--- src/rtl/odpc_regs.vh ---
// constants for the otg detect and power-on reset control block
`ifndef ODPC_REGS_VH
`define ODPC_REGS_VH

// ---------------------------------------------------------------
// register byte offsets
// ---------------------------------------------------------------
`define ODPC_OFS_CTRL        8'h00
`define ODPC_OFS_STATUS      8'h04
`define ODPC_OFS_REPORTED    8'h08
`define ODPC_OFS_CMD         8'h0C

// ---------------------------------------------------------------
// control register fields
// ---------------------------------------------------------------
`define ODPC_CTRL_ID_PU      0
`define ODPC_CTRL_BLEED      1
`define ODPC_CTRL_PRECHG     2
`define ODPC_CTRL_EXT_DRV    3
`define ODPC_CTRL_MODE_LO    4
`define ODPC_CTRL_MODE_HI    5
`define ODPC_CTRL_W          6
`define ODPC_CTRL_RESET      6'h00

// ---------------------------------------------------------------
// command register fields
// ---------------------------------------------------------------
`define ODPC_CMD_LINK_RST    0
`define ODPC_CMD_INT_CLR     1

// ---------------------------------------------------------------
// data bus modes
// ---------------------------------------------------------------
`define ODPC_MODE_SYNC       2'h0
`define ODPC_MODE_LOWPWR     2'h1
`define ODPC_MODE_SER3       2'h2
`define ODPC_MODE_SER6       2'h3

// ---------------------------------------------------------------
// status word layout (also the reported snapshot)
// ---------------------------------------------------------------
`define ODPC_ST_ID_GROUNDED_FLAG       0
`define ODPC_ST_VBUS_VALID   1
`define ODPC_ST_SESS_VALID   2
`define ODPC_ST_SESSION_END_FLAG     3
`define ODPC_ST_FAULT        4
`define ODPC_ST_W            5
`define ODPC_ST_PHY_RST      5
`define ODPC_ST_SUPPLY_RAMP_RESET_N         6
`define ODPC_ST_INT          7
`define ODPC_ST_PEND         8

// ---------------------------------------------------------------
// timing
// ---------------------------------------------------------------
`define ODPC_CLK_PERIOD_NS   40
`define ODPC_PHY_RST_MIN_NS  40000
`define ODPC_PHY_RST_CYC     ((`ODPC_PHY_RST_MIN_NS + `ODPC_CLK_PERIOD_NS - 1) / `ODPC_CLK_PERIOD_NS)
`define ODPC_CNT_W           10

`endif

--- src/rtl/odpc_sync.v ---
// two-stage level synchroniser, one pair of flops per bit
`timescale 1ns/1ps
module odpc_sync
#(
   parameter W = 1
)
(
   // clock and reset
   input  wire         hclk,
   input  wire         hresetn,
   // levels
   input  wire [W-1:0] async_in,
   output wire [W-1:0] sync_out
);

   reg [W-1:0] meta_q;
   reg [W-1:0] stab_q;

   genvar i;
   generate
      for (i = 0; i < W; i = i + 1)
      begin : g_bit
         always @(posedge hclk or negedge hresetn)
         begin
            if (!hresetn)
            begin
               meta_q[i] <= 1'b0;
               stab_q[i] <= 1'b0;
            end
            else
            begin
               meta_q[i] <= async_in[i];
               stab_q[i] <= meta_q[i];
            end
         end
      end
   endgenerate

   assign sync_out = stab_q;

endmodule

--- src/rtl/odpc_por.v ---
// supply-ramp reset and stretched phy reset sequencer
`timescale 1ns/1ps
`include "odpc_regs.vh"
module odpc_por
(
   // clock and reset
   input  wire hclk,
   input  wire hresetn,
   // synchronised regulator comparator, high above trigger
   input  wire vcc3v3_above,
   // resets out
   output wire supply_ramp_reset_n,
   output wire phy_reset
);

   reg                   supply_ramp_reset_n_q;
   reg                   phy_rst_q;
   reg [`ODPC_CNT_W-1:0] hold_q;
   reg [`ODPC_CNT_W-1:0] hold_d;
   reg                   phy_rst_d;

   // full-width count first, then cut to the counter on purpose
   localparam [31:0]            HOLD_CYC  = `ODPC_PHY_RST_CYC - 1;
   localparam [`ODPC_CNT_W-1:0] HOLD_LAST = HOLD_CYC[`ODPC_CNT_W-1:0];

   // ---------------------------------------------------------------
   // supply_ramp_reset_n follows the comparator; any dip restarts the sequence
   // ---------------------------------------------------------------
   always @*
   begin
      hold_d    = hold_q;
      phy_rst_d = phy_rst_q;
      if (!supply_ramp_reset_n_q)
      begin
         hold_d    = {`ODPC_CNT_W{1'b0}};
         phy_rst_d = 1'b1;
      end
      else if (phy_rst_q)
      begin
         if (hold_q == HOLD_LAST)
            phy_rst_d = 1'b0;
         else
            hold_d = hold_q + 1'b1;
      end
   end

   always @(posedge hclk or negedge hresetn)
   begin
      if (!hresetn)
      begin
         supply_ramp_reset_n_q    <= 1'b0;
         phy_rst_q <= 1'b1;
         hold_q    <= {`ODPC_CNT_W{1'b0}};
      end
      else
      begin
         supply_ramp_reset_n_q    <= vcc3v3_above;
         phy_rst_q <= phy_rst_d;
         hold_q    <= hold_d;
      end
   end

   assign supply_ramp_reset_n = supply_ramp_reset_n_q;
   assign phy_reset           = phy_rst_q;

endmodule

--- src/rtl/odpc_top.v ---
// otg detection, power-on reset control and ulpi status reporting
// Function
// supply-ramp reset low until supplies ramped
// phy reset held at least 40 us
// regulator comparator at 2.0 V releases reset
// link sends reset command after clock starts
// id result valid only with pull-up enabled
// id change reported by rx cmd or interrupt
// id grounded flag 1 for b, 0 for a
// link role follows sensed id level
// weak id pull-up while sense pull-up off
// vbus below valid is fault, ignored at power-up
// session-valid reports session start and completion
// session-end flags vbus below end threshold
// srp bleeds first, then precharges vbus; here both are plain control bits and the order is left to link software
// link drives data low while idle
// four sdr bus modes, no ddr
// chip select high tri-states data pins
// external fault input accepted in host role
// link clears external drive on lost valid
// two-stage sync before compare with reported
// each change reported once, rx cmd or interrupt
//
// The AHB-Lite slave port and the register offsets were decided locally.
`timescale 1ns/1ps
`include "odpc_regs.vh"
module odpc_top
(
   // ahb-lite clock and reset
   input  wire        hclk,
   input  wire        hresetn,
   // ahb-lite slave
   input  wire        hsel,
   input  wire [31:0] haddr,
   input  wire [1:0]  htrans,
   input  wire        hwrite,
   input  wire [2:0]  hsize,
   input  wire        hready,
   input  wire [31:0] hwdata,
   output wire [31:0] hrdata,
   output wire        hreadyout,
   output wire        hresp,
   // analog comparators and sense inputs
   input  wire        vcc3v3_above_por,
   input  wire        id_pin_level,
   input  wire        vbus_valid_cmp,
   input  wire        sess_valid_cmp,
   input  wire        session_end_flag_cmp,
   input  wire        fault_in,
   input  wire [1:0]  linestate,
   // ulpi pins
   input  wire        chip_select_n,
   input  wire        stp,
   input  wire [7:0]  ulpi_data_in,
   output wire [7:0]  ulpi_data_out,
   output wire        ulpi_data_oe_n,
   output wire        dir_out,
   output wire        dir_oe_n,
   output wire        nxt_out,
   output wire        nxt_oe_n,
   // analog controls
   output wire        id_sense_pullup_enable,
   output wire        id_weak_pullup_enable,
   output wire        vbus_bleed_enable,
   output wire        vbus_precharge_enable,
   output wire        vbus_switch_enable_out,
   // resets and status
   output wire        supply_ramp_reset_n,
   output wire        phy_reset,
   output wire        status_int
);

   localparam [1:0] S_IDLE = 2'h0;
   localparam [1:0] S_TURN = 2'h1;
   localparam [1:0] S_CMD  = 2'h2;
   localparam [1:0] S_BACK = 2'h3;

   // ---------------------------------------------------------------
   // declarations
   // ---------------------------------------------------------------
   reg  [`ODPC_CTRL_W-1:0] ctrl_q;
   reg  [`ODPC_CTRL_W-1:0] ctrl_d;
   reg  [`ODPC_ST_W-1:0]   rep_q;
   reg  [`ODPC_ST_W-1:0]   rep_d;
   reg                     int_q;
   reg                     int_d;
   reg  [1:0]              st_q;
   reg  [1:0]              st_d;
   reg  [7:0]              dout_q;
   reg  [7:0]              dout_d;
   reg                     lp_turn_q;
   reg                     wr_q;
   reg  [7:0]              ofs_q;
   reg  [31:0]             rdata_q;
   reg  [31:0]             rdata_d;
   wire [6:0]              sync_lvl;
   wire                    sync_por;
   wire [`ODPC_ST_W-1:0]   cur;
   wire                    id_ok;
   wire                    pend;
   wire                    link_idle;
   wire                    sync_mode;
   wire                    lp_mode;
   wire                    acc;
   wire                    wr_ctrl;
   wire                    wr_cmd;
   wire                    link_rst;
   wire                    int_clr;
   wire                    rep_set;
   wire [1:0]              mode;
   wire [7:0]              rx_byte;

   // ---------------------------------------------------------------
   // offset decode, shared by address and data phases
   // ---------------------------------------------------------------
   function is_ofs;
      input [7:0] a;
      input [7:0] o;
      begin
         is_ofs = (a == o);
      end
   endfunction

   // ---------------------------------------------------------------
   // synchronisers and power-on sequencing
   // ---------------------------------------------------------------
   odpc_sync #(.W(7)) u_sync
   (
      .hclk     (hclk),
      .hresetn  (hresetn),
      .async_in ({vcc3v3_above_por, linestate, fault_in,
                  session_end_flag_cmp, sess_valid_cmp, vbus_valid_cmp}),
      .sync_out ({sync_por, sync_lvl[5:0]})
   );

   odpc_sync #(.W(1)) u_sync_id
   (
      .hclk     (hclk),
      .hresetn  (hresetn),
      .async_in (id_pin_level),
      .sync_out (sync_lvl[6])
   );

   odpc_por u_por
   (
      .hclk                (hclk),
      .hresetn             (hresetn),
      .vcc3v3_above        (sync_por),
      .supply_ramp_reset_n (supply_ramp_reset_n),
      .phy_reset           (phy_reset)
   );

   // ---------------------------------------------------------------
   // current otg status
   // ---------------------------------------------------------------
   // id is only meaningful once the sense pull-up is on
   assign id_ok = ctrl_q[`ODPC_CTRL_ID_PU];
   // grounded id (a plug) reads 0 per the plug convention
   assign cur[`ODPC_ST_ID_GROUNDED_FLAG]     = id_ok & sync_lvl[6];
   // valid comparator masked while phy still in reset
   assign cur[`ODPC_ST_VBUS_VALID] = sync_lvl[0] & ~phy_reset;
   assign cur[`ODPC_ST_SESS_VALID] = sync_lvl[1];
   assign cur[`ODPC_ST_SESSION_END_FLAG]   = sync_lvl[2];
   assign cur[`ODPC_ST_FAULT]      = sync_lvl[3];

   // a change is anything differing from what the link last saw
   assign pend = (cur != rep_q) & ~phy_reset;

   assign mode      = ctrl_q[`ODPC_CTRL_MODE_HI:`ODPC_CTRL_MODE_LO];
   assign sync_mode = (mode == `ODPC_MODE_SYNC);
   assign lp_mode   = (mode == `ODPC_MODE_LOWPWR);
   // link idle means all data lines low and no stop
   assign link_idle = (ulpi_data_in == 8'h00) & ~stp;

   // rx cmd: linestate, vbus band, id grounded
   assign rx_byte = {1'b0, cur[`ODPC_ST_ID_GROUNDED_FLAG], 2'h0,
                     cur[`ODPC_ST_VBUS_VALID],
                     cur[`ODPC_ST_SESS_VALID] |
                     cur[`ODPC_ST_VBUS_VALID],
                     sync_lvl[5:4]};

   // ---------------------------------------------------------------
   // ahb-lite slave, zero wait states
   // ---------------------------------------------------------------
   assign acc      = hsel & hready & htrans[1];
   assign wr_ctrl  = wr_q & is_ofs(ofs_q, `ODPC_OFS_CTRL);
   assign wr_cmd   = wr_q & is_ofs(ofs_q, `ODPC_OFS_CMD);
   assign link_rst = wr_cmd & hwdata[`ODPC_CMD_LINK_RST];
   assign int_clr  = wr_cmd & hwdata[`ODPC_CMD_INT_CLR];

   // read data captured at address phase for the data phase
   always @*
   begin
      rdata_d = 32'h0000_0000;
      if (is_ofs(haddr[7:0], `ODPC_OFS_CTRL))
         rdata_d[`ODPC_CTRL_W-1:0] = ctrl_q;
      else if (is_ofs(haddr[7:0], `ODPC_OFS_STATUS))
      begin
         rdata_d[`ODPC_ST_W-1:0] = cur;
         rdata_d[`ODPC_ST_PHY_RST] = phy_reset;
         rdata_d[`ODPC_ST_SUPPLY_RAMP_RESET_N]    = supply_ramp_reset_n;
         rdata_d[`ODPC_ST_INT]     = int_q;
         rdata_d[`ODPC_ST_PEND]    = pend;
      end
      else if (is_ofs(haddr[7:0], `ODPC_OFS_REPORTED))
         rdata_d[`ODPC_ST_W-1:0] = rep_q;
   end

   always @(posedge hclk or negedge hresetn)
   begin
      if (!hresetn)
      begin
         wr_q    <= 1'b0;
         ofs_q   <= 8'h00;
         rdata_q <= 32'h0000_0000;
      end
      else
      begin
         wr_q <= acc & hwrite;
         if (acc)
            ofs_q <= haddr[7:0];
         if (acc & ~hwrite)
            rdata_q <= rdata_d;
      end
   end

   assign hrdata    = rdata_q;
   assign hreadyout = 1'b1;
   assign hresp     = 1'b0;

   // ---------------------------------------------------------------
   // control register
   // ---------------------------------------------------------------
   always @*
   begin
      ctrl_d = ctrl_q;
      if (link_rst)
         ctrl_d = `ODPC_CTRL_RESET;
      else if (wr_ctrl)
         ctrl_d = hwdata[`ODPC_CTRL_W-1:0];
   end

   // ---------------------------------------------------------------
   // reporting engine: rx cmd in sync mode, interrupt otherwise
   // ---------------------------------------------------------------
   always @*
   begin
      st_d = st_q;
      case (st_q)
         S_IDLE:
            if (pend & sync_mode & link_idle & ~chip_select_n)
               st_d = S_TURN;
         S_TURN:
            // stop from the link aborts before the byte goes out
            if (stp)
               st_d = S_IDLE;
            else
               st_d = S_CMD;
         S_CMD:
            st_d = S_BACK;
         S_BACK:
            st_d = S_IDLE;
         default:
            st_d = S_IDLE;
      endcase
   end

   // snapshot taken with the byte, so a later change is not swallowed
   assign rep_set = ((st_q == S_TURN) & ~stp & ~phy_reset) |
                    (pend & ~sync_mode & (st_q == S_IDLE));

   always @*
   begin
      rep_d = rep_q;
      if (link_rst)
         rep_d = {`ODPC_ST_W{1'b0}};
      else if (rep_set)
         rep_d = cur;
   end

   // set wins over a same-cycle clear
   always @*
   begin
      int_d = int_q;
      if (int_clr | link_rst)
         int_d = 1'b0;
      if (pend & ~sync_mode & (st_q == S_IDLE))
         int_d = 1'b1;
   end

   always @*
   begin
      dout_d = 8'h00;
      if (st_d == S_CMD)
         dout_d = rx_byte;
      else if (lp_mode)
         dout_d = {4'h0, int_q, 1'b0, sync_lvl[5:4]};
   end

   always @(posedge hclk or negedge hresetn)
   begin
      if (!hresetn)
      begin
         ctrl_q    <= `ODPC_CTRL_RESET;
         rep_q     <= {`ODPC_ST_W{1'b0}};
         int_q     <= 1'b0;
         st_q      <= S_IDLE;
         dout_q    <= 8'h00;
         lp_turn_q <= 1'b0;
      end
      else
      begin
         ctrl_q    <= ctrl_d;
         rep_q     <= rep_d;
         int_q     <= int_d;
         st_q      <= phy_reset ? S_IDLE : st_d;
         dout_q    <= dout_d;
         // one turnaround cycle after dir rises for low power
         lp_turn_q <= lp_mode & ~phy_reset;
      end
   end

   // ---------------------------------------------------------------
   // ulpi pin drive
   // ---------------------------------------------------------------
   // dir high blocks the link during reset and low power
   assign dir_out = phy_reset | lp_mode |
                    (st_q == S_TURN) | (st_q == S_CMD);
   assign nxt_out = 1'b0;
   assign ulpi_data_out = dout_q;
   // data driven only after a turnaround and while selected
   assign ulpi_data_oe_n = chip_select_n |
                           ~((st_q == S_CMD) |
                             (lp_mode & lp_turn_q));
   assign dir_oe_n = chip_select_n;
   assign nxt_oe_n = chip_select_n;

   // ---------------------------------------------------------------
   // analog controls
   // ---------------------------------------------------------------
   assign id_sense_pullup_enable = ctrl_q[`ODPC_CTRL_ID_PU];
   assign id_weak_pullup_enable  = ~ctrl_q[`ODPC_CTRL_ID_PU];
   // bleed and precharge order is left to the link software
   assign vbus_bleed_enable     = ctrl_q[`ODPC_CTRL_BLEED];
   assign vbus_precharge_enable = ctrl_q[`ODPC_CTRL_PRECHG];
   // fault drops the switch at once rather than waiting for software
   assign vbus_switch_enable_out = ctrl_q[`ODPC_CTRL_EXT_DRV] &
                                   ~cur[`ODPC_ST_FAULT] &
                                   ~phy_reset;
   assign status_int = int_q;

endmodule

--- config.mk ---
export PLATFORM = sky130hd
export DESIGN_NAME = odpc_top
export DESIGN_NICKNAME = d
export VERILOG_FILES = /design/src/rtl/odpc_sync.v /design/src/rtl/odpc_por.v /design/src/rtl/odpc_top.v
export VERILOG_INCLUDE_DIRS = /design/src /design/src/rtl
export SDC_FILE = /design/constraint.sdc
export NUM_CORES = 1
export LEC_CHECK = 0
export BUFFER_PORTS_ARGS = -buffer_cell sky130_fd_sc_hd__buf_2
export CAP_MARGIN = 30
export CORE_MARGIN = 2
export CORE_UTILIZATION = 45
export CTS_BUF_LIST = sky130_fd_sc_hd__clkbuf_4 sky130_fd_sc_hd__clkbuf_8
export CTS_CLUSTER_SIZE = 20
export DETAILED_ROUTE_END_ITERATION = 10
export PLACE_DENSITY = 0.78
export SYNTH_ARGS = -nofsm -noshare
export SYNTH_HDL_FRONTEND = slang
export SYNTH_SLANG_ARGS = --single-unit
--- constraint.sdc ---
create_clock -name hclk -period 2.9 [get_ports hclk]
set_input_delay 0.435 -clock hclk [delete_from_list [all_inputs] [get_ports hclk]]
set_output_delay 0.435 -clock hclk [all_outputs]
set_load 0.005 [all_outputs]
== After elaboration in Yosys (flattened, before gate mapping) ==
Cells that the tools add are included.

* Muxes and demuxes: 23
* Equality and inequality tests: 12
* Reductions and logical operators: 9
* Bitwise logic cells: 39
* Add/sub/neg operators: 1

{| class="wikitable"
|+ Operator list
! operator !! count
|-
| $mux W10 || 3
|-
| $logic_not A8 Y1 || 3
|-
| $and A1 B1 Y1 || 23
|-
| $mux W5 || 4
|-
| $mux W6 || 3
|-
| $eq A8 B4 Y1 const B || 2
|-
| $add A10 B1 Y10 const B || 1
|-
| $eq A10 B10 Y1 const B || 1
|-
| $eq A8 B3 Y1 const B || 1
|-
| $mux W4 || 2
|-
| $not A1 Y1 || 8
|-
| $or A1 B1 Y1 || 8
|-
| $pmux W2 S4 || 1
|-
| $mux W7 || 1
|-
| $eq A2 B2 Y1 const B || 3
|-
| $mux W2 || 3
|-
| $reduce_bool A2 Y1 || 3
|-
| $mux W1 || 5
|-
| $ne A5 B5 Y1 || 1
|-
| $eq A2 B1 Y1 const B || 2
|-
| $logic_not A2 Y1 || 2
|-
| $ne A2 B2 Y1 const B || 2
|-
| $mux W3 || 1
|-
| $reduce_and A2 Y1 || 1
|}

* Flip-flop bits (word level): 69
* Word-level logic and storage cells: 112

== Depth between registers and ports, before layout ==
* Depth in word-level cells: 11
* Depth in mapped cells: 5
* Depth with buffers taken out: 5

== Cells and area by module ==
A second synthesis with hierarchy kept.

* Cell total of the unflattened synthesis: 297
* Area, all modules: 3,206.8 µm²

{| class="wikitable"
|+ Modules (own cells, without submodules)
! module !! area each (µm²) !! cells each !! times used !! sequential area each (µm²)
|-
| odpc_top || 2,140.8 || 212 || 1 || 950.9
|-
| odpc_por || 665.6 || 69 || 1 || 301.5
|-
| odpc_sync (u_sync) || 350.3 || 14 || 1 || 350.3
|-
| odpc_sync (u_sync_id) || 50.0 || 2 || 1 || 50.0
|}

== Least setup slack after synthesis ==
Ideal clock, no wire load.

* Path type: input port to flip-flop
* Start: input port haddr[7]
* End: register rdata_q[0], in the netlist hrdata[0]
* Buffers on the path: 0
* Setup time: 0.076 ns
* Data arrival time: 1.532 ns
* Data required time: 2.824 ns
* Stages: 3
* Path slack: 1.292 ns
* Path through: or4_4 or4_4 o21ai_1

* Word-level cells in the longest chain between the ends: 4
* Elaborated cells on any way between the ends: 6

{| class="wikitable"
|+ Ends and longest elaborated chain
! what !! RTL line !! text
|-
| start: declaration || odpc_top.v:34 || <nowiki>input wire [31:0] haddr,</nowiki>
|-
| $eq A8 B4 Y1 || odpc_top.v:120 || <nowiki>is_ofs = (a == o);</nowiki>
|-
| $mux W5 || odpc_top.v:205 || <nowiki>else if (is_ofs(haddr[7:0], `ODPC_OFS_REPORTED))</nowiki>
|-
| $mux W5 || odpc_top.v:197 || <nowiki>else if (is_ofs(haddr[7:0], `ODPC_OFS_STATUS))</nowiki>
|-
| $mux W6 * || odpc_top.v:195 || <nowiki>if (is_ofs(haddr[7:0], `ODPC_OFS_CTRL))</nowiki>
|-
| end signal: assignment || odpc_top.v:223 || <nowiki>rdata_q <= rdata_d;</nowiki>
|-
| end: declaration || odpc_top.v:94 || <nowiki>reg [31:0] rdata_q;</nowiki>
|}

Mark *: on every way between the ends. The rest lies on a longest branch, timed or not.
A chain may end at the register's enable or synchronous reset.

== Worst setup path after layout ==
* Start: register ctrl_q[4]
* End: output port ulpi_data_oe_n

* Word-level cells in the longest chain between the ends: 5

{| class="wikitable"
|+ Ends and longest elaborated chain
! what !! RTL line !! text
|-
| start: declaration || odpc_top.v:81 || <nowiki>reg [`ODPC_CTRL_W-1:0] ctrl_q;</nowiki>
|-
| start signal: assignment || odpc_top.v:304 || <nowiki>ctrl_q <= `ODPC_CTRL_RESET;</nowiki>
|-
| start signal: assignment || odpc_top.v:313 || <nowiki>ctrl_q <= ctrl_d;</nowiki>
|-
| $eq A2 B1 Y1 (no source line) || -- ||
|-
| $and A1 B1 Y1 || odpc_top.v:334 || <nowiki>(lp_mode & lp_turn_q));</nowiki>
|-
| $or A1 B1 Y1 || odpc_top.v:333 || <nowiki>~((st_q == S_CMD) |</nowiki>
|-
| $not A1 Y1 || odpc_top.v:333 ||
|-
| $or A1 B1 Y1 || odpc_top.v:332 || <nowiki>assign ulpi_data_oe_n = chip_select_n |</nowiki>
|-
| end: declaration || odpc_top.v:56 || <nowiki>output wire ulpi_data_oe_n,</nowiki>
|}

Every way passes these cells.

==> run_results.csv <==
group,metric,value,unit
global_routing,antenna_found_initial,0,
synthesis,synth.top_cells.by_area,"dfrtp_1 54%, buf_4 7.7%, mux2i_1 5.0%, nand2_1 3.2%, mux2_2 2.6%",
die,io_pins,147,
global_routing,grt_max_degree,35,
die,core,6420,um2
power,seqPwrFrac,53.5,%
job,maxCapViolations,0,
synthesis,synth_cell_type_count,43,
setup_path,startpoint,"ctrl_q[4]$_DFFE_PN0P_",
sta,finalMaxSlewViolations,0,
status,run_status,"complete, no violations",
drt,drc,0,
power,leakagePower,1.74,nW
sta,finalClockSkew,7.62,ps
synthesis,synth_top_cell_area_share,53.7,%
synthesis,synthMostInstantiatedCell,"dfrtp_1",
drt,vias,2143,
sta,final-hold-violation-count,0,
setup_path,cp.arrival,1550,ps
min_path,min_path_type,"in -> async",
sta,slew-limit-headroom,48.6,%
setup_path,crit_type,"reg -> out",
power,peakVddDrop,0.000306,V
clock_network,cts.clk_slew.worst_paths,60,ps
sta,finalCriticalPeriod,1980,ps
setup_path,cp_data_required_time,2470,ps
synthesis,synth-edff-count,0,
clock_network,insertion_delay,330,ps
synthesis,synth_commonest_cells,"65 x dfrtp_1, 31 x buf_4, 26 x nand2_1",
sta,period_share,68.4,%
placed_design,hpwl,4300,um
sta,rsz0062_at_grt,"false",
synthesis,synth_ff_type,"dfrtp_1",
sta,max_freq,0.504,GHz
clock_network,cts-resized-gates,0,
synthesis,synthCells,281,
setup_path,critPathMaxStageDelay,480,ps
synthesis,synth_area,3030,um2
clock_network,h-tree-depth,3,
power,p_total,1.89,mW
layout,antenna_cells,0,
placed_design,io_buffers,63,
clock_network,cts_tree,"done",
synthesis,yosys_warnings,0,
setup_path,cp_slowest_cell,"dfrtp_1",
synthesis,synthArstFlopShare,100,%
sta,tns,0,ps
sta,setup_viol,0,
layout,nets,438,
global_routing,grt_overflow,0,
die,rows,29,
die,fp.dieW,86.0,um
power,p_per_area,542,nW/um2
power,share_clk_of_total_power,38.0,%
synthesis,yosys.area.top_type,"dfrtp_1",
setup_path,timing.rr.start,"ofs_q[4]$_DFFE_PN0P_",
synthesis,synth_area_per_cell,10.8,um2
die,fp.dieH,86.0,um
setup_path,crit_path_start_kind,"flop",
drt,via_per_inst,5.02,
power,pwr-share-comb,8.5,%
global_routing,grt_pass1_wl,9560,um
power,power.internal,1.44,mW
layout,fill_cells,591,
layout,area_growth_syn_to_layout,15.4,%
drt,wirelength,5770,um
power,sw_frac_of_total,23.7,%
clock_network,ctsHoldBuffers,0,
setup_path,crit_fanout,6,
drt,firstDrtPassIters,4,
die,die_area,7400,um2
clock_network,clock_sinks,66,
setup_path,worstPathCellList,"nor2b_1, nand2_1, a21o_1, buf_2",
synthesis,yosysSeqAreaShare,54.6,%
power,switchingPower,0.449,mW
layout,drive_above_1_share,26.9,%
global_routing,grt_pass1_vias,1988,
clock_network,clock_path_buffers,2,
drt,ant_nets,0,
die,start_util,47.2,%
clock_network,cts_setup_buffers,0,
sta,worstMarginPinSlew,772,ps
placed_design,gp_congestion,0.852,
clock_network,cts-buffers-inserted,9,
setup_path,endpoint_kind,"primary output",
drt,drt-wirelength-per-cell,13.5,um
synthesis,synth-seq-cells,66,
global_routing,grt_usage,16.9,%
clock_network,cts-root-buf,"clkbuf_8",
drt,first_iter_violations,159,
## area by class of cell
cell class / instances / area [um2] / share of cell area (%)
Sequential cell: 66 / 1650 / 47.3
Clock buffer: 14 / 180 / 5.15
Clock inverter: 2 / 10.0 / 0.286
Inverter: 7 / 26.3 / 0.752
Timing Repair Buffer: 65 / 343 / 9.81
Tap cell: 77 / 96.3 / 2.76
Multi-Input combinational cell: 196 / 1190 / 34.0
## registers in the layout (all words and copies together) (netlist names)
register / cells
rep_q: 5
hrdata: 9
ulpi_data_out: 5
u_por.phy_reset: 1
wr_q: 1
u_sync_id.sync_out: 1
u_sync.sync_out: 7
u_sync_id.meta_q: 1
u_por.supply_ramp_reset_n: 1
ofs_q: 8
u_por.hold_q: 10
lp_turn_q: 1
status_int: 1
u_sync.meta_q: 7
st_q: 2
ctrl_q: 6
## critical path: cells and delay by family (launching register included)
kind	cells	cell delay, ps
AND/OR/NAND/NOR	2	450
AO/OA/AOI/OAI	1	180
flip-flops	1	480
buffers and inverters	1	120
## stage by stage
| stage | hold slack [ps] | utilization [%] | instance area [um2] | worst slack [ps] | instances |
|---|---|---|---|---|---|
| floorplan | 139 | - | 3130 | 1290 | 308 |
| global placement | 333 | 51.5 | 3310 | 1000 | 411 |
| detailed placement | 336 | 51.5 | 3310 | 948 | 411 |
| CTS | 195 | 54.4 | 3500 | 920 | 427 |
| global route | 192 | 54.4 | 3500 | 780 | 427 |
| finish | 181 | 54.4 | 3500 | 917 | 427 |
## layer usage
metal / routed length, um / GRT usage (%) / vias up / share of wire (%)
li1: - / - / 1030 / -
met1: 2680 / 24.1 / 1015 / 46
met2: 2580 / 24.8 / 87 / 45
met3: 386 / 3.27 / 11 / 6.7
met4: 123 / 8.37 / 0 / 2.1
met5: 0 / 0 / - / 0
## final timing paths
check / slack [ps] / cells past startpoint / to
setup reg to reg: 1180 / 4 / rep_q[0]$_DFFE_PN0P_
hold / removal: 180 / 1 / u_sync.meta_q[1]$_DFF_PN0_
min in group hclk: 210 / 1 / u_sync.meta_q[6]$_DFF_PN0_
max in group asynchronous: 2010 / 2 / u_por.phy_reset$_DFF_PN1_
hold reg to reg: 350 / 0 / u_sync.sync_out[2]$_DFF_PN0_
setup / recovery: 920 / 4 / ulpi_data_oe_n
## power groups by stage
stage / clock (mW) / combinational, mW / sequential [mW]
finish: 0.720 / 0.161 / 1.01
global placement: 0 / 0.158 / 1.03
floorplan: 0 / 0.117 / 1.02
CTS: 0.739 / 0.163 / 1.01
global route: 0.785 / 0.185 / 1.02
detailed placement: 0 / 0.163 / 1.03
## cell usage in the layout, fill, tap and decap left out, types with 2 or more instances in the layout
cell type / synthesis / layout
conb_1: 2 / 29
o21ai_0: 10 / 10
a2bb2oi_1: 2 / 2
clkinv_2: 0 / 2
nor2b_1: 7 / 7
and3_1: 3 / 3
dfrtp_1: 65 / 65
xnor2_1: 8 / 8
inv_1: 7 / 7
a21boi_0: 2 / 2
and2_1: 7 / 7
o21ai_1: 5 / 5
xor2_1: 3 / 3
nor4_1: 3 / 3
mux2i_1: 15 / 15
clkbuf_4: 0 / 2
or4_4: 2 / 2
a21oi_1: 7 / 7
nor3_1: 5 / 5
buf_2: 1 / 63
a22o_1: 3 / 3
nand2_1: 26 / 26
nand2b_1: 2 / 2
nor2_1: 20 / 20
mux2_2: 7 / 7
clkbuf_8: 0 / 12
nand3_1: 11 / 11
nand4_1: 3 / 3
o31a_1: 2 / 2
## kinds of logic after synthesis
logic type,Yosys count,synth area share [%]
AND/OR/NAND/NOR,96,16.5
flip-flops,66,54.6
buffers and inverters,46,9.58
AO/OA/AOI/OAI,37,7.93
multiplexers,22,7.56
XOR/XNOR,11,3.18
other,2,0.248
adder cells (fa/ha/maj),1,0.413
(Power assumes the default switching activity.)
